**config.mk**
```make
export PLATFORM = sky130hd
export DESIGN_NAME = sfm_fault_monitor
export DESIGN_NICKNAME = d
export VERILOG_FILES = /design/src/sfm_fault_monitor.v
export VERILOG_INCLUDE_DIRS = /design/src /design/src/src
export SDC_FILE = /design/constraint.sdc
export NUM_CORES = 1
export LEC_CHECK = 0
export BUFFER_PORTS_ARGS = -buffer_cell sky130_fd_sc_hd__buf_4
export CAP_MARGIN = 20
export CELL_PAD_IN_SITES_DETAIL_PLACEMENT = 1
export CELL_PAD_IN_SITES_GLOBAL_PLACEMENT = 1
export CORE_MARGIN = 10
export CORE_UTILIZATION = 45
export CTS_CLUSTER_DIAMETER = 150
export DETAILED_ROUTE_END_ITERATION = 8
export PLACE_DENSITY = 0.9
export SETUP_SLACK_MARGIN = 0.02
export SLEW_MARGIN = 10
export SYNTH_ARGS = -nofsm -noshare
export SYNTH_HDL_FRONTEND = slang
export SYNTH_SLANG_ARGS = --single-unit
```
**constraint.sdc**
```tcl
create_clock -name REF_CLK_I -period 3.56 [get_ports REF_CLK_I]
set_input_delay 0.178 -clock REF_CLK_I [delete_from_list [all_inputs] [get_ports REF_CLK_I]]
set_output_delay 0.178 -clock REF_CLK_I [all_outputs]
set_load 0.05 [all_outputs]
```
**src/sfm_consts.vh**
```
// register map, field positions and timing counts of the fault monitor
// assumes inclusion by the single design file only
`ifndef SFM_CONSTS_VH
`define SFM_CONSTS_VH

// ************************************************************
// register byte addresses
// ************************************************************
`define SFM_ADDR_STATUS 12'h000
`define SFM_ADDR_MASK 12'h004
`define SFM_ADDR_ALARM 12'h008
`define SFM_ADDR_SUB 12'h00C
`define SFM_ADDR_RAW 12'h010

// ************************************************************
// status bit positions
// ************************************************************
`define SFM_B_DAC 0
`define SFM_B_SKY 1
`define SFM_B_CFG 2
`define SFM_B_STORE 3
`define SFM_B_LINK 4
`define SFM_B_REFT 5
`define SFM_B_POLL 6
`define SFM_B_RSUM 7
`define SFM_B_PLL 8
`define SFM_B_FEED 9
`define SFM_B_MOD 10
`define SFM_B_CHAS 11
`define SFM_B_MAIN 12
`define SFM_B_BACK 13
`define SFM_NFAULT 14

// mask register bits
`define SFM_M_FEED 0
`define SFM_M_SKY 1
`define SFM_M_MAIN 2
`define SFM_M_BACK 3
`define SFM_MASK_RST 4'h0

// receiver sub-fault bits
`define SFM_S_SHORT 0
`define SFM_S_OPEN 1
`define SFM_S_OTHER 2

// ************************************************************
// timing
// ************************************************************
`define SFM_UNSYNC_FOM 4'h9
`define SFM_CLK_HZ 10000000
`define SFM_SKY_SECONDS 3600
`define SFM_POLL_MS 10000
// one hour and ten seconds of REF_CLK_I at 10 MHz, as 64-bit counts
`define SFM_SKY_CYCLES 64'h0000_0008_61C4_6800
`define SFM_POLL_CYCLES 64'h0000_0000_05F5_E100

`endif

```
**src/sfm_fault_monitor.v**
```verilog
// system fault monitor: fault flags, masks, alarm output, apb readout
// assumes fault inputs and apb are synchronous to REF_CLK_I
//
// Function
// - alarm on when any unmasked fault active
// - per-fault status readable by host
// - only feed, sky and the two supply faults maskable
// - masked fault excluded, still reported
// - dual supply faults masked independently
// - sky fault after hour unsynced
// - dac fault at limit while locked
// - dac limit fault does not halt operation
// - fatal logic configuration fault
// - parameter store verify fault
// - receiver communication fault
// - bad time input fault
// - poll loss raises host query fault
// - receiver summary on short, open or other receiver fault
// - fatal pll unlock fault
// - feed fault on over or undercurrent
// - unknown plug-in module fault
// - fatal chassis configuration fault
// - supply faults only with dual supplies
// - short and open separate sub-faults
`timescale 1ns/100ps
`include "sfm_consts.vh"

module sfm_fault_monitor #(
    parameter [63:0] SKY_CYCLES = `SFM_SKY_CYCLES,
    parameter [63:0] POLL_CYCLES = `SFM_POLL_CYCLES
) (
    input wire REF_CLK_I,
    input wire RST_B_I,
    input wire PSEL_I,
    input wire PENABLE_I,
    input wire PWRITE_I,
    input wire [11:0] PADDR_I,
    input wire [31:0] PWDATA_I,
    output reg [31:0] PRDATA_O,
    output reg PREADY_O,
    output reg PSLVERR_O,
    input wire DAC_AT_LIMIT_I,
    input wire SKY_LOCKED_I,
    input wire SIGNAL_ACQUIRED_I,
    input wire [3:0] TIME_FOM_I,
    input wire LOGIC_CONFIG_FAIL_I,
    input wire STORE_VERIFY_FAIL_I,
    input wire RECEIVER_NO_LINK_I,
    input wire BAD_TIME_INPUT_I,
    input wire HOST_POLL_I,
    input wire RECEIVER_OTHER_FAULT_I,
    input wire PLL_UNLOCK_I,
    input wire FEED_OVERCURRENT_I,
    input wire FEED_UNDERCURRENT_I,
    input wire UNKNOWN_MODULE_I,
    input wire CHASSIS_MISCONFIG_I,
    input wire DUAL_SUPPLY_PRESENT_I,
    input wire MAIN_SUPPLY_DEAD_I,
    input wire BACKUP_SUPPLY_DEAD_I,
    output reg ALARM_LED_O,
    output reg [13:0] FAULT_STATUS_O
);

// ************************************************************
// timers
// ************************************************************
// 64-bit counters: an hour at 10 MHz does not fit in 32 bits
localparam [63:0] SKY_LAST = SKY_CYCLES - 64'h0000_0000_0000_0001;
localparam [63:0] POLL_LAST = POLL_CYCLES - 64'h0000_0000_0000_0001;
reg [63:0] sky_cnt;
reg [63:0] poll_cnt;
reg sky_fault;
reg poll_fault;
wire sky_unsync = !SIGNAL_ACQUIRED_I && (TIME_FOM_I == `SFM_UNSYNC_FOM);
wire sky_done = (sky_cnt >= SKY_LAST);
wire poll_done = (poll_cnt >= POLL_LAST);

// any break in the unsynced condition restarts the hour
always @(posedge REF_CLK_I) begin
    if (!RST_B_I) begin
        sky_cnt <= 64'h0000_0000_0000_0000;
    end else if (!sky_unsync) begin
        sky_cnt <= 64'h0000_0000_0000_0000;
    end else if (!sky_done) begin
        sky_cnt <= sky_cnt + 64'h0000_0000_0000_0001;
    end
end

// count parks at the end, so the flag stays up with the condition
always @(posedge REF_CLK_I) begin
    if (!RST_B_I) begin
        sky_fault <= 1'b0;
    end else if (!sky_unsync) begin
        sky_fault <= 1'b0;
    end else if (sky_done) begin
        sky_fault <= 1'b1;
    end
end

// ************************************************************
// host poll watchdog
// ************************************************************
// host must pulse HOST_POLL_I at least once per poll window
always @(posedge REF_CLK_I) begin
    if (!RST_B_I) begin
        poll_cnt <= 64'h0000_0000_0000_0000;
    end else if (HOST_POLL_I) begin
        poll_cnt <= 64'h0000_0000_0000_0000;
    end else if (!poll_done) begin
        poll_cnt <= poll_cnt + 64'h0000_0000_0000_0001;
    end
end

always @(posedge REF_CLK_I) begin
    if (!RST_B_I) begin
        poll_fault <= 1'b0;
    end else if (HOST_POLL_I) begin
        poll_fault <= 1'b0;
    end else if (poll_done) begin
        poll_fault <= 1'b1;
    end
end

// ************************************************************
// fault conditions
// ************************************************************
reg [3:0] mask;
reg [13:0] next_status;
reg [2:0] next_sub;
reg [13:0] alarm_en;

// one named condition per fault keeps the status map easy to audit
wire cond_dac;
wire cond_sky;
wire cond_cfg;
wire cond_store;
wire cond_link;
wire cond_reft;
wire cond_poll;
wire cond_rsum;
wire cond_pll;
wire cond_feed;
wire cond_mod;
wire cond_chas;
wire cond_main;
wire cond_back;
wire cond_short;
wire cond_open;
wire cond_other;

// advisory only; the limit flag holds nothing else back
assign cond_dac = DAC_AT_LIMIT_I && SKY_LOCKED_I;
assign cond_sky = sky_fault;
assign cond_cfg = LOGIC_CONFIG_FAIL_I;
assign cond_store = STORE_VERIFY_FAIL_I;
assign cond_link = RECEIVER_NO_LINK_I;
assign cond_reft = BAD_TIME_INPUT_I;
assign cond_poll = poll_fault;
assign cond_short = FEED_OVERCURRENT_I;
assign cond_open = FEED_UNDERCURRENT_I;
assign cond_other = RECEIVER_OTHER_FAULT_I;
assign cond_rsum = cond_short || cond_open || cond_other;
assign cond_pll = PLL_UNLOCK_I;
assign cond_feed = cond_short || cond_open;
assign cond_mod = UNKNOWN_MODULE_I;
assign cond_chas = CHASSIS_MISCONFIG_I;
// a single-supply chassis never reports a dead supply
assign cond_main = DUAL_SUPPLY_PRESENT_I
    && MAIN_SUPPLY_DEAD_I;
assign cond_back = DUAL_SUPPLY_PRESENT_I
    && BACKUP_SUPPLY_DEAD_I;

always @* begin
    next_sub = 3'h0;
    next_sub[`SFM_S_SHORT] = cond_short;
    next_sub[`SFM_S_OPEN] = cond_open;
    next_sub[`SFM_S_OTHER] = cond_other;
end

always @* begin
    next_status = 14'h0000;
    next_status[`SFM_B_DAC] = cond_dac;
    next_status[`SFM_B_SKY] = cond_sky;
    next_status[`SFM_B_CFG] = cond_cfg;
    next_status[`SFM_B_STORE] = cond_store;
    next_status[`SFM_B_LINK] = cond_link;
    next_status[`SFM_B_REFT] = cond_reft;
    next_status[`SFM_B_POLL] = cond_poll;
    next_status[`SFM_B_RSUM] = cond_rsum;
    next_status[`SFM_B_PLL] = cond_pll;
    next_status[`SFM_B_FEED] = cond_feed;
    next_status[`SFM_B_MOD] = cond_mod;
    next_status[`SFM_B_CHAS] = cond_chas;
    next_status[`SFM_B_MAIN] = cond_main;
    next_status[`SFM_B_BACK] = cond_back;
end

// feed, sky and the two supply faults are the only maskable faults
always @* begin
    alarm_en = 14'h3FFF;
    alarm_en[`SFM_B_FEED] = !mask[`SFM_M_FEED];
    alarm_en[`SFM_B_SKY] = !mask[`SFM_M_SKY];
    alarm_en[`SFM_B_MAIN] = !mask[`SFM_M_MAIN];
    alarm_en[`SFM_B_BACK] = !mask[`SFM_M_BACK];
end

// ************************************************************
// alarm gating
// ************************************************************
// per-fault gating: a bit either feeds the alarm or is parked
wire [13:0] next_alarm_term;
wire [13:0] next_parked;
genvar g;
generate
    for (g = 0; g < `SFM_NFAULT; g = g + 1) begin : g_gate
        assign next_alarm_term[g] = next_status[g] && alarm_en[g];
        assign next_parked[g] = next_status[g] && !alarm_en[g];
    end
endgenerate
wire next_alarm = |next_alarm_term;

// ************************************************************
// status flags and alarm
// ************************************************************
reg [2:0] sub;
reg [13:0] raw;

// status lags the inputs by one cycle; levels only, no latching
always @(posedge REF_CLK_I) begin
    if (!RST_B_I) begin
        FAULT_STATUS_O <= 14'h0000;
    end else begin
        FAULT_STATUS_O <= next_status;
    end
end

// alarm uses the same next values, so it never leads the status
always @(posedge REF_CLK_I) begin
    if (!RST_B_I) begin
        ALARM_LED_O <= 1'b0;
    end else begin
        ALARM_LED_O <= next_alarm;
    end
end

always @(posedge REF_CLK_I) begin
    if (!RST_B_I) begin
        sub <= 3'h0;
    end else begin
        sub <= next_sub;
    end
end

// parked faults stay visible to the host while masked
always @(posedge REF_CLK_I) begin
    if (!RST_B_I) begin
        raw <= 14'h0000;
    end else begin
        raw <= next_parked;
    end
end

// ************************************************************
// apb slave
// ************************************************************
wire setup = PSEL_I && !PENABLE_I;
wire access = PSEL_I && PENABLE_I;
wire sel_status = (PADDR_I == `SFM_ADDR_STATUS);
wire sel_mask = (PADDR_I == `SFM_ADDR_MASK);
wire sel_alarm = (PADDR_I == `SFM_ADDR_ALARM);
wire sel_sub = (PADDR_I == `SFM_ADDR_SUB);
wire sel_raw = (PADDR_I == `SFM_ADDR_RAW);
wire hit = sel_status || sel_mask || sel_alarm || sel_sub || sel_raw;
// the write lands only at the edge that completes the access phase
wire mask_wr = access && PREADY_O && PWRITE_I && sel_mask;
// answers are decided in setup and shown for the one access cycle
wire next_ready = setup;
wire next_err = setup && !hit;
wire rd_setup = setup && !PWRITE_I;
reg [31:0] next_rdata;

// ************************************************************
// register readback
// ************************************************************
// reserved bits of every word read as zero
wire [31:0] status_word = {18'h0_0000, FAULT_STATUS_O};
wire [31:0] mask_word = {28'h000_0000, mask};
wire [31:0] alarm_word = {31'h0000_0000, ALARM_LED_O};
wire [31:0] sub_word = {29'h0000_0000, sub};
wire [31:0] raw_word = {18'h0_0000, raw};

always @* begin
    next_rdata = 32'h0000_0000;
    case (PADDR_I)
        `SFM_ADDR_STATUS: next_rdata = status_word;
        `SFM_ADDR_MASK: next_rdata = mask_word;
        `SFM_ADDR_ALARM: next_rdata = alarm_word;
        `SFM_ADDR_SUB: next_rdata = sub_word;
        `SFM_ADDR_RAW: next_rdata = raw_word;
        default: next_rdata = 32'h0000_0000;
    endcase
end

always @(posedge REF_CLK_I) begin
    if (!RST_B_I) begin
        mask <= `SFM_MASK_RST;
    end else if (mask_wr) begin
        mask <= PWDATA_I[3:0];
    end
end

// no wait state: ready rises in the first access cycle, one cycle after setup
always @(posedge REF_CLK_I) begin
    if (!RST_B_I) begin
        PREADY_O <= 1'b0;
    end else begin
        PREADY_O <= next_ready;
    end
end

// error pulses together with ready on an unmapped address
always @(posedge REF_CLK_I) begin
    if (!RST_B_I) begin
        PSLVERR_O <= 1'b0;
    end else begin
        PSLVERR_O <= next_err;
    end
end

// data only during a read access, zero otherwise
always @(posedge REF_CLK_I) begin
    if (!RST_B_I) begin
        PRDATA_O <= 32'h0000_0000;
    end else begin
        PRDATA_O <= rd_setup ? next_rdata : 32'h0000_0000;
    end
end

endmodule

```
---- Word-level counts from Yosys, hierarchy flattened ----
Index checks and enable logic that the tools add are counted.
storage, ports and cells
  output and inout port bits .............. 49
  word-level logic and storage cells ...... 62
  bits in registers ....................... 200
  input port bits ......................... 70
operators by class
  reductions and logical operators ........ 38
  bitwise operators ....................... 1
  eq/ne operators ......................... 5
  multiplexer cells ....................... 1
  order comparisons ....................... 2
  $add $sub $neg .......................... 2
operator list
  kind                                                   count
  adder 64 x 1 -> 64 bit, second input constant          2
  case mux 14 bit (5 select lines)                       1
  >= comparator 64 x 27 -> 1 bit, second input constant  1
  >= comparator 64 x 36 -> 1 bit, second input constant  1
  == test 12 x 4 -> 1 bit, second input constant         2
  logical AND 1 bit                                      19
  OR reduction 14 bit                                    1
  == test 12 x 3 -> 1 bit, second input constant         1
  == test 12 x 5 -> 1 bit, second input constant         1
  logical NOT 12 bit                                     1
  logical NOT 1 bit                                      8
  logical OR 1 bit                                       6
  == test 4 bit, second input constant                   1
  AND reduction 2 bit                                    2
  OR reduction 2 bit                                     1
  NOT 1 bit                                              1

---- Logic depth before layout (Yosys ltp) ----
Gate-level depths: netlist of the first run.
  depth after elaboration ................. 7
  mapped depth ............................ 10
  gate-level depth less buffers ........... 7

---- Worst setup path before layout of the first run ----
OpenSTA, ideal clock, no wires.
  kind .................................... register -> register
  start ................................... register sky_cnt[0]
  end ..................................... register sky_cnt[0]
  stages on the path, launching flop included .. 11
  setup time .............................. 0.128 ns
  clock period less this slack ............ 1.993 ns
  slack ................................... 1.567 ns
  buffers on the path ..................... 3
  arrival time ............................ 1.866 ns
  data required time ...................... 3.432 ns
  cells stage by stage .................... dfxtp_1 -> ha_1 -> nand2_1 -> nor4b_1 -> o311ai_2 -> nand3_2 -> buf_6 -> buf_2 -> buf_2 -> xor2_1 -> nor2_1
between the ends
  word-level cells in the longest chain between the ends .. 1
  elaborated cells on any way between the ends .. 2
  those cells by class .................... add/sub (1); order compare (1)
RTL lines
  what                                                                             RTL line                                        RTL
  start: declaration                                                               sfm_fault_monitor.v:70                          reg [63:0] sky_cnt;
  start signal: assignment                                                         sfm_fault_monitor.v:85                          sky_cnt <= sky_cnt + 64'h0000_0000_0000_0001;
  adder 64 x 1 -> 64 bit / >= comparator 64 x 36 -> 1 bit (equally long branches)  sfm_fault_monitor.v:85, sfm_fault_monitor.v:75
Parallel ways exist; a longest one is shown, timed or not.
A chain may end at the register's enable or synchronous reset.

---- Worst setup path after layout of the first run ----
  start ................................... register sky_cnt[44]
  end ..................................... register sky_cnt[32]
between the ends
  word-level cells in the longest chain between the ends .. 1
RTL lines
  what                            RTL line                RTL
  >= comparator 64 x 36 -> 1 bit  sfm_fault_monitor.v:75  wire sky_done = (sky_cnt >= SKY_LAST);
Every way passes these cells.

==> summary.md, run 1 <==
| Metric | Value |
|---|---|
| Outcome | `completed` |
| Syn. warnings | `0` |
| Worst-Margin Slew | `0.997 ns` |
| Area grow syn2layout | `20.0%` |
| Vias per Instance | `approximately 5.8` |
| VDD IR-drop max | `0.448 mV` |
| EDFF count, synth | `0` |
| Max H-tree Level | `4` |
| Slew headroom | `0.336` |
| Vias in the first global route | `6262` |
| Mapped Avg Cell Area | `roughly 9.5 um2` |
| Post-CTS setup buffers | `0` |
| Clock Path Buffers | `2` |
| Post-Route WL | `approximately 21 mm` |
| Min-delay src | `DUAL_SUPPLY_PRESENT_I` |
| # port buffers | `72` |
| Worst Setup Path Type | `reg2reg` |
| Worst Hold Class | `in2reg` |
| CP Launch Type | `flip-flop` |
| Inserted Clock Buffers | `17` |
| Leakage power | `approximately 3.1 nW` |
| RD Place Congestion | `between 0.8 and 0.9` |
| R2r endpoint | `sky_cnt[32]` |
| Largest net degree at the start of global routing | `42` |
| Hold path cells | `3` |
| DRT Pass-1 Iters | `5` |
| Register bit total from synthesis | `172` |
| Root Buffer | `clkbuf_16` |
| Required @ worst endpoint | `between 3 and 4 ns` |
| Total Die Area | `0.0203 mm2` |
| Insertion delay to the later sink of the worst-skew pair | `0.45 ns` |
| Dpl hpwl | `12.7 mm` |
| Core ar. | `roughly 0.015 mm2` |
| Max Slew Vio Count | `0` |
| Initial antenna violation count | `1` |
| Final WS setup | `roughly 0.36 ns` |
| Cells after synthesis | `roughly 720` |
| Crit path DAT | `~3.6 ns` |
| Die Ht | `~140 um` |
| Nets | `approximately 860` |
| Worst-path fanout max | `31` |
| Die X | `about 140 um` |
| Rows | `44` |
| Iteration-0 DRC Markers | `between 300 and 400` |
| Average wire per cell in the routed design | `21.5 um` |
| Remaining DRCs | `0` |
| Sequential fraction of the synthesis area | `0.509` |
| Vias | `approximately 5700` |
| Starting density of the core | `0.462` |
| Setup WS pre-CTS | `about 0.75 ns` |
| CP max stage delay | `around 0.53 ns` |
| CTS tree | `done` |
| Max Fclk | `312 MHz` |
| Clk sinks | `between 150 and 200` |
| PwrDens | `~520 mW/mm2` |
| Crit path cell chain | `nor4_1 > nand4_1 > nor3_4 > nand3_2 > buf_4 > or4_1 > a21oi_1` |
| Final setup vio count | `0` |
| Post-layout util | `0.554` |
| Hold path endpoint | `ALARM_LED_O` |
| First-pass GRT wire length | `~34 mm` |
| Gr ovfl total | `0` |
| RR Startpoint | `sky_cnt[44]` |
| Max Cap Violations | `0` |
| Worst-path clk slew | `0.08 ns` |
| Share of cells above drive strength 1 | `0.153` |
| Fin Clk Skew | `0.0244 ns` |
| Count of cell types in the netlist | `59` |
| CP max stage cell | `nor4_1` |
| Fillers | `~1700` |
| Period minus WS final | `~3.2 ns` |
| Crit. End Element | `flip-flop` |
| Ys flop type | `dfxtp_1` |
| Hold Fails Final Rpt | `0` |
| R2R Setup Slk | `0.36 ns` |
| RSZ-0062 raised after global routing | `false` |
| ANT nets after route | `0` |
| Final setup TNS | `0 ns` |
| R2R depth | `7` |
| Tcrit/Tclk final | `0.900` |
| Resized cells post-CTS | `0` |
| GRT Total Usage | `0.211` |
| IO Pins | `between 100 and 150` |
| Post-synth ARST share | `0` |
| Post-Syn Area | `approximately 0.0068 mm2` |
==> cell families after synthesis <==
logic type,share of synthesized area
other,0.000555
and+or+nand+nor,0.315
buffers and inverters,0.0428
muxes,0.0181
adders and majority gates,0.00370
xor gates and xnor gates,0.0233
DFF,0.509
AOI/OAI and AO/OA,0.0876
==> flip-flops by register name, indices dropped and copies added, names as in the netlist <==
name,count
FAULT_STATUS_O,14
sub,3
raw,4
cond_sky,1
sky_cnt,64
mask,4
PREADY_O,1
cond_poll,1
PSLVERR_O,1
poll_cnt,64
ALARM_LED_O,1
PRDATA_O,14
==> how the worst max path moves through the flow <==
stage,startpoint,endpoint,slack [ns],cells past startpoint
2_1_floorplan,sky_cnt[0],sky_cnt[0],1.57,10
3_3_place_gp,sky_cnt[36],sky_cnt[33],0.91,7
3_5_place_dp,sky_cnt[36],sky_cnt[30],0.75,7
4_1_cts,sky_cnt[44],sky_cnt[30],0.54,7
5_1_grt,sky_cnt[44],sky_cnt[32],0.25,7
6_report,sky_cnt[44],sky_cnt[32],0.36,7
==> repair_timing <==
item	CTS	global route
hold buffers	9	0
hold endpoints to repair	9	0
setup endpoints to repair	0	0
==> synth_stat cells (2+ instances only) <==
master	number	area, um2
nand3_1	37	185
inv_1	8	30.0
nand2_1	34	128
buf_4	18	135
xor2_1	15	131
ha_1	2	25.0
dfxtp_1	172	3440
nor4_1	22	138
nand3b_1	4	30.0
a21oi_1	39	195
a211oi_1	2	15.0
or2_2	2	12.5
or3_1	29	181
nand2b_1	3	18.8
o21ai_1	10	50.1
nand4b_1	2	17.5
and2_1	91	569
or4_1	14	105
o21ai_0	20	100
nor2b_1	8	50.1
buf_2	6	30.0
a41oi_1	2	17.5
nor3_1	8	40.0
o211ai_1	4	30.0
and3b_1	2	17.5
clkbuf_1	22	82.6
nor4_4	2	42.5
and4_1	7	61.3
nor2_1	44	165
o21a_1	3	22.5
mux2i_1	10	100
nand4_1	24	150
and3_1	13	81.3
xnor2_1	3	26.3
o31ai_1	9	67.6
==> through the flow <==
step                hold WS, ns  cells  area [um2]  power, mW
finish                   0.0127    987        8110       4.21
detailed placement        0.401    944        7360       2.16
global placement          0.395    944        7360       2.16
CTS                     0.00155    985        8090       4.19
floorplan                 0.300    732        6820       2.11
global route            0.00182    987        8110       4.32
==> worst max-delay path: cells and delay by family (launching register included) <==
family                 cells  cell delay (ns)
AOI/OAI and AO/OA          1             0.24
DFF                        1             0.34
and+or+nand+nor            5             2.11
buffers and inverters      1             0.39
==> cells in the final DEF (no fill, tap or decap), types with 7 or more instances in the layout <==
| cell type | Yosys | final |
|---|---|---|
| nor2b_1 | 8 | 8 |
| mux2i_1 | 10 | 10 |
| dlygate4sd3_1 | 0 | 9 |
| buf_4 | 18 | 75 |
| inv_1 | 8 | 8 |
| o21ai_0 | 20 | 20 |
| nand4_1 | 24 | 24 |
| o31ai_1 | 9 | 9 |
| and4_1 | 7 | 7 |
| or4_1 | 14 | 14 |
| nand2_1 | 34 | 34 |
| xor2_1 | 15 | 15 |
| clkbuf_16 | 0 | 17 |
| dfxtp_1 | 172 | 172 |
| and3_1 | 13 | 13 |
| nor2_1 | 44 | 44 |
| nand3_1 | 37 | 37 |
| nor3_1 | 8 | 8 |
| o21ai_1 | 10 | 10 |
| conb_1 | 1 | 18 |
| or3_1 | 29 | 29 |
| a21oi_1 | 39 | 39 |
| nor4_1 | 22 | 22 |
| and2_1 | 91 | 91 |
==> layout make-up <==
class	count	area [um2]	share of cell area
inverters	8	30.0	0.00370
clock inverters	14	206	0.0255
clock buffers	18	439	0.0541
multi-input cells	505	3090	0.381
well taps	184	230	0.0284
flip-flops and latches	172	3440	0.425
repair buffers	85	668	0.0824
diodes	1	2.50	0.000309
==> power by group <==
part	switching (mW)	internal (mW)	total [mW]	leakage [nW]
combinational	0.127	0.0623	0.190	1.39
clock	0.864	1.21	2.08	0.312
sequential	0.00803	1.94	1.94	1.39
==> routing by layer <==
layer	track usage	share of wire	vias to the layer above	wire length, um
met1	0.212	0.38	2807	7970
met2	0.385	0.53	165	11200
met3	0.0574	0.048	59	1010
met4	0.118	0.049	0	1030
li1	-	-	2660	-
met5	0	0	-	0
Power figures use the tool's default switching activity.
==> inputs of run 2 (changes only) <==
Settings changed: CTS_CLUSTER_DIAMETER 150 to unset, HOLD_SLACK_MARGIN set to 0.12.
==> run 2 against run 1 <==
Die area unchanged; critical path depth unchanged; wire length increased by 7.1%.
==> summary.md, run 2 (same netlist as run 1, synthesis figures left out) <==
| Metric | Value |
|---|---|
| CTS Hold Bufs | `31 (was 9)` |
| CP Buf/Inv Count | `1 (unchanged)` |
| Final setup vio count | `0 (unchanged)` |
| Max Slew Vio Count | `0 (unchanged)` |
| Crit path DAT | `3.84 ns (was 3.55 ns)` |
| Outcome | `completed (unchanged)` |
| Remaining DRCs | `0 (unchanged)` |
| Post-CTS setup buffers | `0 (unchanged)` |
| Setup WS pre-CTS | `0.754 ns (unchanged)` |
| Die Ht | `143 um (unchanged)` |
| ANT nets after route | `0 (unchanged)` |
| RSZ-0062 raised after global routing | `false (unchanged)` |
| Required @ worst endpoint | `3.91 ns (about the same)` |
| Gr ovfl total | `0 (unchanged)` |
| Worst Hold Class | `in2reg (unchanged)` |
| First-pass GRT wire length | `35.9 mm (was 33.9 mm)` |
| Vias in the first global route | `6434 (was 6262)` |
| Fillers | `1639 (was 1657)` |
| CP max stage delay | `0.60 ns (was 0.53 ns)` |
| Max H-tree Level | `4 (unchanged)` |
| Largest net degree at the start of global routing | `42 (unchanged)` |
| Worst-path clk slew | `0.07 ns (was 0.08 ns)` |
| Worst-path fanout max | `31 (unchanged)` |
| Insertion delay to the later sink of the worst-skew pair | `0.45 ns (about the same)` |
| Hold path cells | `2 (was 3)` |
| Slew headroom | `0.336 (about the same)` |
| Root Buffer | `clkbuf_16 (unchanged)` |
| Fin Clk Skew | `0.0219 ns (was 0.0244 ns)` |
| CTS tree | `done (unchanged)` |
| Most frequent cells in the layout | `dfxtp_1 (172), and2_1 (91), buf_4 (75) (unchanged)` |
| # port buffers | `72 (unchanged)` |
| CP Launch Type | `flip-flop (unchanged)` |
| Hold Fails Final Rpt | `0 (unchanged)` |
| Final setup TNS | `0 ns (unchanged)` |
| RD Place Congestion | `0.882 (unchanged)` |
| Max Cap Violations | `0 (unchanged)` |
| Largest regs | `poll_cnt (64), sky_cnt (64) (unchanged)` |
| Dpl hpwl | `12.7 mm (unchanged)` |
| IO Pins | `119 (unchanged)` |
| Vias per Instance | `5.84 (was 5.77)` |
| Share of cells above drive strength 1 | `0.149 (was 0.153)` |
| Cell count along the critical path | `7 (unchanged)` |
| Period minus WS final | `3.49 ns (was 3.20 ns)` |
| Crit path cell chain | `nor4_1 > nand4_1 > nor3_4 > nand3_2 > buf_4 > or4_1 > a21oi_1 (unchanged)` |
| CP max stage cell | `nor4_1 (unchanged)` |
| R2R depth | `7 (unchanged)` |
| Area grow syn2layout | `23.3% (was 20.0%)` |
| Worst Setup Path Type | `reg2reg (unchanged)` |
| GRT Total Usage | `0.225 (was 0.211)` |
| Iteration-0 DRC Markers | `399 (was 353)` |
| PwrDens | `508 mW/mm2 (was 519 mW/mm2)` |
| Leakage power | `3.20 nW (was 3.09 nW)` |
| DRT Pass-1 Iters | `7 (was 5)` |
| Final WS setup | `0.0719 ns (was 0.357 ns)` |
| Resized cells post-CTS | `0 (unchanged)` |
| Vias | `5888 (was 5691)` |
| Rows | `44 (unchanged)` |
| Clk sinks | `172 (unchanged)` |
| Cell family with most CP delay | `simple AND/OR/NAND/NOR gates (unchanged)` |
| Max Fclk | `287 MHz (was 312 MHz)` |
| Die X | `143 um (unchanged)` |
| Post-layout util | `0.569 (was 0.554)` |
| Nets | `883 (was 861)` |
| Core ar. | `0.0146 mm2 (unchanged)` |
| Tcrit/Tclk final | `0.980 (was 0.900)` |
| Inserted Clock Buffers | `17 (unchanged)` |
| Total Die Area | `0.0203 mm2 (unchanged)` |
| Average wire per cell in the routed design | `22.5 um (was 21.5 um)` |
| Most common cell after layout, fill and taps aside | `dfxtp_1 (unchanged)` |
| Clock Path Buffers | `2 (unchanged)` |
| Starting density of the core | `0.462 (unchanged)` |
| Post-Route WL | `22.7 mm (was 21.2 mm)` |
| Initial antenna violation count | `1 (unchanged)` |
| Crit. End Element | `flip-flop (unchanged)` |
| VDD IR-drop max | `0.445 mV (was 0.448 mV)` |
| Worst-Margin Slew | `0.996 ns (was 0.997 ns)` |
-- run 2: worst reg2reg max path: cells and delay by family, from the launching register on --
family / cells / cell delay (ns)
AO/OA/AOI/OAI: 1 / 0.25
buffers and inverters: 1 / 0.41
flip-flops: 1 / 0.34
AND/OR/NAND/NOR: 5 / 2.41
-- run 2: stage by stage --
| step | instances | hold WS, ns | power, mW | area (um2) |
|---|---|---|---|---|
| 2_1_floorplan | 732 | 0.300 | 2.11 | 6820 |
| 3_3_place_gp | 944 | 0.395 | 2.16 | 7360 |
| 3_5_place_dp | 944 | 0.401 | 2.16 | 7360 |
| 4_1_cts | 1007 | 0.121 | 4.21 | 8310 |
| 5_1_grt | 1009 | 0.142 | 4.35 | 8330 |
| 6_report | 1009 | 0.137 | 4.23 | 8330 |
-- run 2: power by group --
group / switching, mW / total (mW) / internal, mW
sequential: 0.00873 / 1.94 / 1.93
combinational: 0.134 / 0.210 / 0.0761
clock: 0.867 / 2.08 / 1.21
total: 1.01 / 4.23 / 3.22
-- run 2: cell type report --
class | instances | area (um2) | area share
timing repair buffer | 107 | 888 | 0.107
clock buffer | 18 | 439 | 0.0527
inverter | 8 | 30.0 | 0.00360
tap | 184 | 230 | 0.0276
multi-input combinational | 505 | 3090 | 0.371
antenna | 1 | 2.50 | 0.000300
sequential | 172 | 3440 | 0.413
clock inverter | 14 | 206 | 0.0248
-- run 2: final timing paths --
kind,endpoint,from,slack (ns)
setup reg to reg,sky_cnt[32],sky_cnt[63],0.07
hold / removal,mask[3],RST_B_I,0.14
setup / recovery,sky_cnt[32],sky_cnt[63],0.07
hold reg to reg,poll_cnt[32],poll_cnt[32],0.46
-- run 2: per-layer routing --
layer / routed length (um) / track usage
met1: 8200 / 0.223
met2: 12100 / 0.414
met3: 1100 / 0.0567
met4: 1260 / 0.137
met5: 0 / 0
